**config.mk**
```make
export PLATFORM = sky130hd
export DESIGN_NAME = pcamc_top
export DESIGN_NICKNAME = d
export VERILOG_FILES = /design/src/hw/pcamc_sync.v /design/src/hw/pcamc_tick.v /design/src/hw/pcamc_top.v
export VERILOG_INCLUDE_DIRS = /design/src /design/src/shared
export SDC_FILE = /design/constraint.sdc
export NUM_CORES = 1
export LEC_CHECK = 0
export ABC_AREA = 1
export BUFFER_PORTS_ARGS = -buffer_cell sky130_fd_sc_hd__buf_2
export CORE_UTILIZATION = 30
export DETAILED_ROUTE_END_ITERATION = 6
export PLACE_DENSITY = 0.57
export SLEW_MARGIN = 20
export SYNTH_ARGS = -nofsm -noshare
export SYNTH_HDL_FRONTEND = slang
export SYNTH_HIERARCHICAL = 1
export SYNTH_SLANG_ARGS = --single-unit
```
**constraint.sdc**
```tcl
create_clock -name CLK_SYS_I -period 1.67 [get_ports CLK_SYS_I]
set_clock_uncertainty 0.05 [all_clocks]
set_input_delay 0.167 -clock CLK_SYS_I [delete_from_list [all_inputs] [get_ports CLK_SYS_I]]
set_output_delay 0.167 -clock CLK_SYS_I [all_outputs]
set_load 0.02 [all_outputs]
```
**src/shared/pcamc_regs.vh**
```
`ifndef PCAMC_REGS_VH
`define PCAMC_REGS_VH

// Register addresses on the special-function register port
`define PCAMC_MD_ADDR       8'hd9
`define PCAMC_PWM_ADDR      8'hdf

// counter_mode_control fields
`define PCAMC_MD_IDLE_BIT   7
`define PCAMC_MD_WATCHDOG_ENABLE_BIT_BIT   6
`define PCAMC_MD_LOCK_BIT   5
`define PCAMC_MD_TB_HI      3
`define PCAMC_MD_TB_LO      1
`define PCAMC_MD_ECF_BIT    0
`define PCAMC_MD_RESET      8'h40

// pwm_cycle_configuration fields
`define PCAMC_PWM_RELOAD_VIEW_SELECT_BIT 7
`define PCAMC_PWM_CYCLE_OVERFLOW_IRQ_ENABLE_BIT  6
`define PCAMC_PWM_CYCLE_OVERFLOW_FLAG_BIT  5
`define PCAMC_PWM_CL_HI     1
`define PCAMC_PWM_CL_LO     0
`define PCAMC_PWM_RESET     8'h00

// Timebase encodings
`define PCAMC_TB_DIV12      3'h0
`define PCAMC_TB_DIV4       3'h1
`define PCAMC_TB_T0         3'h2
`define PCAMC_TB_ECI        3'h3
`define PCAMC_TB_SYS        3'h4
`define PCAMC_TB_EXT8       3'h5
`define PCAMC_TB_RTC8       3'h6

// Divider terminal counts (cycles minus one)
`define PCAMC_DIV12_LAST    4'hb
`define PCAMC_DIV4_LAST     2'h3
`define PCAMC_DIV8_LAST     3'h7

// Cycle lengths in bits
`define PCAMC_CYC_BASE      5'h08
`define PCAMC_CYC_16        5'h10

`endif

```
**src/hw/pcamc_sync.v**
```verilog
`timescale 1ns/1ps
`default_nettype none

module pcamc_sync (
    input  wire       clk_i,
    input  wire       rst_i,
    input  wire [2:0] d_i,
    output reg  [2:0] q_o
);

    reg [2:0] ff1_q;
    reg [2:0] ff2_q;
    reg [2:0] ff3_q;

    genvar i;
    generate
        for (i = 0; i < 3; i = i + 1) begin : g_bit
            always @(posedge clk_i) begin
                if (rst_i) begin
                    ff1_q[i] <= 1'b0;
                    ff2_q[i] <= 1'b0;
                    ff3_q[i] <= 1'b0;
                    q_o[i]   <= 1'b0;
                end else begin
                    ff1_q[i] <= d_i[i];
                    ff2_q[i] <= ff1_q[i];
                    ff3_q[i] <= ff2_q[i];
                    // A level counts only once two stages agree
                    if (ff2_q[i] == ff3_q[i]) begin
                        q_o[i] <= ff3_q[i];
                    end
                end
            end
        end
    endgenerate

endmodule

`default_nettype wire

```
**src/hw/pcamc_tick.v**
```verilog
`timescale 1ns/1ps
`default_nettype none
`include "pcamc_regs.vh"

module pcamc_tick (
    input  wire       clk_i,
    input  wire       rst_i,
    input  wire [2:0] sel_i,
    input  wire       t0_ovf_i,
    input  wire       eci_i,
    input  wire       ext_i,
    input  wire       rtc_i,
    output reg        tick_o
);

    reg [3:0] div12_q;
    reg [1:0] div4_q;
    reg [2:0] ext_cnt_q;
    reg [2:0] rtc_cnt_q;
    reg       eci_q;
    reg       ext_q;
    reg       rtc_q;
    reg       tick_d;

    wire eci_fall = eci_q & ~eci_i;
    wire ext_rise = ~ext_q & ext_i;
    wire rtc_rise = ~rtc_q & rtc_i;

    always @(posedge clk_i) begin
        if (rst_i) begin
            div12_q   <= 4'h0;
            div4_q    <= 2'h0;
            ext_cnt_q <= 3'h0;
            rtc_cnt_q <= 3'h0;
            eci_q     <= 1'b0;
            ext_q     <= 1'b0;
            rtc_q     <= 1'b0;
            tick_o    <= 1'b0;
        end else begin
            div12_q   <= (div12_q == `PCAMC_DIV12_LAST) ? 4'h0 : div12_q + 4'h1;
            div4_q    <= div4_q + 2'h1;
            ext_cnt_q <= ext_cnt_q + {2'h0, ext_rise};
            rtc_cnt_q <= rtc_cnt_q + {2'h0, rtc_rise};
            eci_q     <= eci_i;
            ext_q     <= ext_i;
            rtc_q     <= rtc_i;
            tick_o    <= tick_d;
        end
    end

    // Code 111 is reserved and never advances the counter
    always @* begin
        case (sel_i)
            `PCAMC_TB_DIV12: tick_d = (div12_q == `PCAMC_DIV12_LAST);
            `PCAMC_TB_DIV4:  tick_d = (div4_q == `PCAMC_DIV4_LAST);
            `PCAMC_TB_T0:    tick_d = t0_ovf_i;
            `PCAMC_TB_ECI:   tick_d = eci_fall;
            `PCAMC_TB_SYS:   tick_d = 1'b1;
            `PCAMC_TB_EXT8:  tick_d = ext_rise & (ext_cnt_q == `PCAMC_DIV8_LAST);
            `PCAMC_TB_RTC8:  tick_d = rtc_rise & (rtc_cnt_q == `PCAMC_DIV8_LAST);
            default:         tick_d = 1'b0;
        endcase
    end

endmodule

`default_nettype wire

```
**src/hw/pcamc_top.v**
```verilog
`timescale 1ns/1ps
`default_nettype none
`include "pcamc_regs.vh"

module pcamc_top (
    input  wire        CLK_SYS_I,
    input  wire        RST_I,
    input  wire [7:0]  SFR_ADDR_I,
    input  wire [7:0]  SFR_WDATA_I,
    input  wire        SFR_WE_I,
    input  wire        CNT_RUN_I,
    input  wire        IDLE_I,
    input  wire        T0_OVF_I,
    input  wire        ECI_I,
    input  wire        EXT_CLK_I,
    input  wire        RTC_CLK_I,
    input  wire        CF_CLR_I,
    input  wire        WDT_UPD_I,
    input  wire [7:0]  WDT_OFFSET_I,
    input  wire [2:0]  MOD_PWM_I,
    input  wire [2:0]  MOD_PWM16_I,
    output reg  [7:0]  SFR_RDATA_O,
    output reg         IRQ_O,
    output reg         WDT_RESET_O,
    output reg         CF_O,
    output reg  [15:0] COUNTER_O,
    output reg         RELOAD_VIEW_O,
    output reg         WDT_ENABLE_O,
    output reg  [14:0] MOD_CYC_BITS_O,
    output reg  [2:0]  MOD_RELOAD_EN_O
);

    // counter_mode_control state
    reg        idle_suspend_q;
    reg        watchdog_lock_bit_q;
    reg  [2:0] timebase_select_q;
    reg        counter_overflow_irq_enable_q;

    // pwm_cycle_configuration state
    reg        cycle_overflow_irq_enable_q;
    reg        cycle_overflow_flag_q;
    reg  [1:0] cycle_length_select_q;

    reg  [7:0] module_compare_high_q;
    reg        cycle_overflow_flag_d;
    reg [10:0] cycle_mask;
    reg  [7:0] rdata_d;

    wire [2:0] pin_sync;
    wire       tick;

    pcamc_sync u_sync (
        .clk_i (CLK_SYS_I),
        .rst_i (RST_I),
        .d_i   ({RTC_CLK_I, EXT_CLK_I, ECI_I}),
        .q_o   (pin_sync)
    );

    pcamc_tick u_tick (
        .clk_i    (CLK_SYS_I),
        .rst_i    (RST_I),
        .sel_i    (timebase_select_q),
        .t0_ovf_i (T0_OVF_I),
        .eci_i    (pin_sync[0]),
        .ext_i    (pin_sync[1]),
        .rtc_i    (pin_sync[2]),
        .tick_o   (tick)
    );

    wire md_wr  = SFR_WE_I & (SFR_ADDR_I == `PCAMC_MD_ADDR);
    wire pwm_wr = SFR_WE_I & (SFR_ADDR_I == `PCAMC_PWM_ADDR);

    // Run control: the watchdog overrides the software run bit
    wire run = (CNT_RUN_I | WDT_ENABLE_O)
             & ~(idle_suspend_q & IDLE_I);
    wire adv = run & tick;

    wire low_ovf = adv & (COUNTER_O[7:0] == 8'hff);
    wire cnt_ovf = adv & (COUNTER_O == 16'hffff);

    always @* begin
        case (cycle_length_select_q)
            2'h0:    cycle_mask = 11'h0ff;
            2'h1:    cycle_mask = 11'h1ff;
            2'h2:    cycle_mask = 11'h3ff;
            default: cycle_mask = 11'h7ff;
        endcase
    end

    // Overflow of the selected cycle bit happens when all lower bits are ones
    wire cyc_ovf = adv & ((COUNTER_O[10:0] & cycle_mask) == cycle_mask);

    always @* begin
        cycle_overflow_flag_d = cycle_overflow_flag_q;
        if (pwm_wr) begin
            cycle_overflow_flag_d = SFR_WDATA_I[`PCAMC_PWM_CYCLE_OVERFLOW_FLAG_BIT];
        end
        // Hardware set wins over a same-cycle software clear
        if (cyc_ovf) begin
            cycle_overflow_flag_d = 1'b1;
        end
    end

    wire wdt_fire = WDT_ENABLE_O & low_ovf
                  & (COUNTER_O[15:8] == module_compare_high_q);

    always @(posedge CLK_SYS_I) begin
        if (RST_I) begin
            idle_suspend_q                <= 1'b0;
            WDT_ENABLE_O                  <= 1'b1;
            watchdog_lock_bit_q           <= 1'b0;
            timebase_select_q             <= 3'h0;
            counter_overflow_irq_enable_q <= 1'b0;
        end else if (md_wr) begin
            // Frozen while the watchdog runs
            if (!WDT_ENABLE_O) begin
                idle_suspend_q    <= SFR_WDATA_I[`PCAMC_MD_IDLE_BIT];
                timebase_select_q <= SFR_WDATA_I[`PCAMC_MD_TB_HI:`PCAMC_MD_TB_LO];
                counter_overflow_irq_enable_q <= SFR_WDATA_I[`PCAMC_MD_ECF_BIT];
            end
            // Lock only clears through system reset
            watchdog_lock_bit_q <= watchdog_lock_bit_q
                                 | SFR_WDATA_I[`PCAMC_MD_LOCK_BIT];
            // Setting the lock also enables; a locked enable cannot drop
            WDT_ENABLE_O <= SFR_WDATA_I[`PCAMC_MD_WATCHDOG_ENABLE_BIT_BIT]
                          | SFR_WDATA_I[`PCAMC_MD_LOCK_BIT]
                          | watchdog_lock_bit_q;
        end
    end

    always @(posedge CLK_SYS_I) begin
        if (RST_I) begin
            RELOAD_VIEW_O               <= 1'b0;
            cycle_overflow_irq_enable_q <= 1'b0;
            cycle_length_select_q       <= 2'h0;
            cycle_overflow_flag_q       <= 1'b0;
        end else begin
            if (pwm_wr) begin
                RELOAD_VIEW_O               <= SFR_WDATA_I[`PCAMC_PWM_RELOAD_VIEW_SELECT_BIT];
                cycle_overflow_irq_enable_q <= SFR_WDATA_I[`PCAMC_PWM_CYCLE_OVERFLOW_IRQ_ENABLE_BIT];
                cycle_length_select_q <= SFR_WDATA_I[`PCAMC_PWM_CL_HI:`PCAMC_PWM_CL_LO];
            end
            cycle_overflow_flag_q <= cycle_overflow_flag_d;
        end
    end

    always @(posedge CLK_SYS_I) begin
        if (RST_I) begin
            COUNTER_O <= 16'h0000;
        end else if (adv) begin
            COUNTER_O <= COUNTER_O + 16'h0001;
        end
    end

    always @(posedge CLK_SYS_I) begin
        if (RST_I) begin
            CF_O <= 1'b0;
        end else if (cnt_ovf) begin
            CF_O <= 1'b1;
        end else if (CF_CLR_I) begin
            CF_O <= 1'b0;
        end
    end

    // Module 2 compare byte: refreshed to counter high byte plus offset
    always @(posedge CLK_SYS_I) begin
        if (RST_I) begin
            module_compare_high_q <= 8'h00;
        end else if (WDT_UPD_I) begin
            module_compare_high_q <= COUNTER_O[15:8] + WDT_OFFSET_I;
        end
    end

    always @(posedge CLK_SYS_I) begin
        if (RST_I) begin
            WDT_RESET_O <= 1'b0;
            IRQ_O       <= 1'b0;
        end else begin
            WDT_RESET_O <= wdt_fire;
            IRQ_O <= (counter_overflow_irq_enable_q & CF_O)
                   | (cycle_overflow_irq_enable_q & cycle_overflow_flag_q);
        end
    end

    // Per-module effective cycle length and reload use
    genvar m;
    generate
        for (m = 0; m < 3; m = m + 1) begin : g_mod
            always @(posedge CLK_SYS_I) begin
                if (RST_I) begin
                    MOD_CYC_BITS_O[5*m +: 5] <= 5'h00;
                    MOD_RELOAD_EN_O[m]       <= 1'b0;
                end else begin
                    if (!MOD_PWM_I[m]) begin
                        MOD_CYC_BITS_O[5*m +: 5] <= 5'h00;
                    end else if (MOD_PWM16_I[m]) begin
                        MOD_CYC_BITS_O[5*m +: 5] <= `PCAMC_CYC_16;
                    end else begin
                        MOD_CYC_BITS_O[5*m +: 5] <= `PCAMC_CYC_BASE
                                                  + {3'h0, cycle_length_select_q};
                    end
                    MOD_RELOAD_EN_O[m] <= MOD_PWM_I[m] & ~MOD_PWM16_I[m]
                                        & (cycle_length_select_q != 2'h0);
                end
            end
        end
    endgenerate

    always @* begin
        rdata_d = 8'h00;
        if (SFR_ADDR_I == `PCAMC_MD_ADDR) begin
            rdata_d[`PCAMC_MD_IDLE_BIT] = idle_suspend_q;
            rdata_d[`PCAMC_MD_WATCHDOG_ENABLE_BIT_BIT] = WDT_ENABLE_O;
            rdata_d[`PCAMC_MD_LOCK_BIT] = watchdog_lock_bit_q;
            rdata_d[`PCAMC_MD_TB_HI:`PCAMC_MD_TB_LO] = timebase_select_q;
            rdata_d[`PCAMC_MD_ECF_BIT] = counter_overflow_irq_enable_q;
            // Bit 4 stays zero
        end else if (SFR_ADDR_I == `PCAMC_PWM_ADDR) begin
            rdata_d[`PCAMC_PWM_RELOAD_VIEW_SELECT_BIT] = RELOAD_VIEW_O;
            rdata_d[`PCAMC_PWM_CYCLE_OVERFLOW_IRQ_ENABLE_BIT]  = cycle_overflow_irq_enable_q;
            rdata_d[`PCAMC_PWM_CYCLE_OVERFLOW_FLAG_BIT]  = cycle_overflow_flag_q;
            rdata_d[`PCAMC_PWM_CL_HI:`PCAMC_PWM_CL_LO] = cycle_length_select_q;
            // Bits 4 to 2 stay zero
        end
    end

    always @(posedge CLK_SYS_I) begin
        if (RST_I) begin
            SFR_RDATA_O <= 8'h00;
        end else begin
            SFR_RDATA_O <= rdata_d;
        end
    end

endmodule

`default_nettype wire

```
==> summary.txt <==
Floorplan
  • Die area: 13400 µm²
  • Die Width: 116 µm
  • Top-Level Pins: 88
  • # rows: 41
  • Initial Util: 0.308
  • Vert. Die Dim: 116 µm
  • Core ar.: 12600 µm²

CTS
  • TritonCTS clock tree: yes
  • Clock root cell: clkbuf_16
  • Clock slew at reported path FFs: 60 ps
  • H-tree depth: 3
  • Clock sinks: 89
  • Total CTS buffers: 9
  • Later-pin clock latency in the skew report: 340 ps
  • Clock Tree Buf Depth: 2
  • Post-CTS Setup Bufs: 0

Worst setup path
  • CP Launch Type: flip-flop
  • Flop2flop setup slack: 120 ps
  • Worst endpoint data arrival time: 1730 ps
  • Critical Path, Cell by Cell: ha_2 -> nand2_1 -> nor2_1 -> nand2_1 -> nor2_4 -> nand2_1 -> o21ai_0 -> a21oi_1
  • CP endpoint kind: flip-flop
  • Cell mode on critical path: nand2_1
  • Critical path class: flip-flop to flip-flop
  • Setup crit start: COUNTER_O[1]$_SDFFE_PP0P_
  • Critical-path maximum fanout: 5
  • CP peak stage delay: 380 ps
  • Critical-path top delay cell: dfxtp_1
  • Worst r2r src: COUNTER_O[1]$_SDFFE_PP0P_
  • Worst path required time: 1850 ps

Drt
  • Top layer reached by signal wires: met4
  • DR iter-0 viols: 212
  • Met3 WL: 501 µm
  • DRC viols: 0
  • Met1 WL: 4410 µm
  • Met2 WL: 4190 µm
  • Number of vias per cell: 4.48
  • Routed length per instance: 11.7 µm
  • Drt pass-1 iters: 4
  • Final wirelength: 9360 µm
  • Via count: 3592
  • Post-route ant nets: 0

Final layout
  • Antenna Cells: 0
  • Synthesis-to-layout area growth: 28.2%
  • Layout cells sized above 1: 0.216
  • Fillers: 1326
  • Final nets: 681

Min path
  • Beginning of the worst hold path: MOD_PWM_I[0]
  • Worst hold path type: primary input to flip-flop

Logic synthesis
  • Number of enable flip-flop cells after synthesis: 0
  • Synth Area in XOR/XNOR: 0.0293
  • Dominant cell type by area after synthesis: dfxtp_1
  • Synth top area share: 0.458
  • Post-synth top flop: dfxtp_1
  • Compound-cell area share of the yosys netlist: 0.105
  • Post-synthesis mux area share: 0
  • Adder-cell share of the synthesized area: 0.0502
  • Synth Cell Area: 3890 µm²
  • Mapped Cells: 518
  • Simple-Gate Fraction of Synth Area: 0.251
  • Mapped Avg Cell Area: 7.50 µm²
  • Largest family of logic cells by synthesized area: simple AND/OR/NAND/NOR gates
  • Synth area leaders: dfxtp_1, nor2_1, inv_1
  • Sequential fraction of the synthesis area: 0.458
  • Post-synthesis register bit count: 89
  • Synth unique cells: 35
  • Ys async rst share: 0
  • Synth warnings: 6

Timing
  • Post-route minimum period: 1550 ps
  • FMAX: 646 MHz
  • TNS Setup: 0 ps
  • Period utilization: 0.927
  • RSZ-0062 raised after global routing: false
  • # setup viols final: 0
  • Fin. max-slew vios: 0
  • Final Hold Vio Count: 0

Global route
  • First-pass GRT wire length: 14800 µm
  • Initial antenna violation count: 0
  • Total grt overflow: 0
  • Largest net degree at the start of global routing: 28
  • Vias in the first global route: 3285
  • Global Route Usage Sum: 0.145

Power and ir drop
  • Leak pwr: 0.00235 µW
  • Power per Cell Area: 933 nW/µm²
  • Peak VDD IR: 507 µV
  • PnR Total Power: 4650 µW

Place
  • # port buffers: 82
  • DP Wirelength: 7080 µm
  • GPL Wtd Cong: 0.851

Status
  • Status: completed

Job
  • Maxcap violations: 0
==> worst paths after layout <==
path                             endpoint  depth (start not counted)
max            COUNTER_O[10]$_SDFFE_PP0P_                          8
max reg2reg    COUNTER_O[10]$_SDFFE_PP0P_                          8
min reg2reg    u_sync/ff2_q[0]$_SDFF_PP0_                          2
min          MOD_CYC_BITS_O[3]$_SDFF_PP0_                          3
==> through the flow <==
stage | setup WS (ps) | cells | utilization | instance area [µm²] | hold WS, ps
6_report | 121 | 802 | 0.395 | 4980 | 14.3
5_1_grt | 4.64 | 802 | 0.395 | 4980 | 4.77
4_1_cts | 70.2 | 802 | 0.394 | 4970 | 0.353
3_5_place_dp | 80.7 | 780 | 0.363 | 4580 | 312
3_3_place_gp | 95.5 | 780 | 0.363 | 4580 | 310
2_1_floorplan | 42.8 | 521 | - | 3900 | 179
==> cells in the final DEF, fill, tap and decap left out, drive strengths merged, types with 6 or more instances in the layout <==
cell type,count
ha,14
nor3,8
xor2,6
dfxtp,89
nor2,93
buf,100
xnor2,7
nand3,21
dlygate4sd3,6
nand4,13
nand2,84
a21oi,35
clkbuf,11
o21ai,31
inv,87
==> metal layers <==
layer / up-vias / global-route usage
met4: 0 / 0.0718
met1: 1622 / 0.179
li1: 1846 / -
met3: 21 / 0.0356
met2: 103 / 0.237
met5: - / 0
==> critical path: cells and delay by family, from the launching register on <==
family / cells / cell delay, ps
AND/OR/NAND/NOR: 5 / 560
adder cells (fa/ha/maj): 1 / 210
AO/OA/AOI/OAI: 2 / 230
flip-flops: 1 / 380
==> final cells by class <==
type	count	area, µm²	share of cell area
Multi-Input combinational cell	333	1720	0.345
Inverter	86	328	0.0658
Tap cell	172	215	0.0432
Timing Repair Buffer	106	606	0.122
Clock buffer	11	243	0.0487
Clock inverter	5	86.3	0.0173
Sequential cell	89	1780	0.358
==> kinds of logic after synthesis <==
family                     Yosys count
buffers and inverters               99
xor gates and xnor gates            13
and+or+nand+nor                    226
other                                1
adders and majority gates           15
DFF                                 89
AOI/OAI and AO/OA                   75
==> sequential cells by signal, summed over array words and instances (netlist names), 4 cells and up <==
name,flops
SFR_RDATA_O,7
MOD_CYC_BITS_O,12
module_compare_high_q,8
u_tick/div12_q,4
COUNTER_O,16
==> cell usage after synthesis, types with 2 or more instances <==
cell       n
dfxtp_1   89
nor2_1    87
inv_1     85
nand2_1   83
a21oi_1   34
o21ai_0   27
nand3_1   20
ha_1      14
nand4_1   13
xnor2_1    7
nor2_2     6
nor3_1     6
xor2_1     6
buf_4      5
and3_1     4
buf_2      3
clkbuf_1   3
o211ai_1   3
o21ai_2    3
o31ai_1    3
nand3b_1   2
o22ai_1    2
==> what timing repair did <==
action,CTS,global route
gates resized for setup,0,4
hold endpoints to repair,6,0
hold buffers,6,0
endpoints found under the setup margin,0,4
==> report_power, final <==
part / internal [µW] / switching (µW)
Sequential: 2160 / 19.9
Clock: 1360 / 841
Combinational: 112 / 152
Total: 3640 / 1010
(Power assumes the default switching activity.)
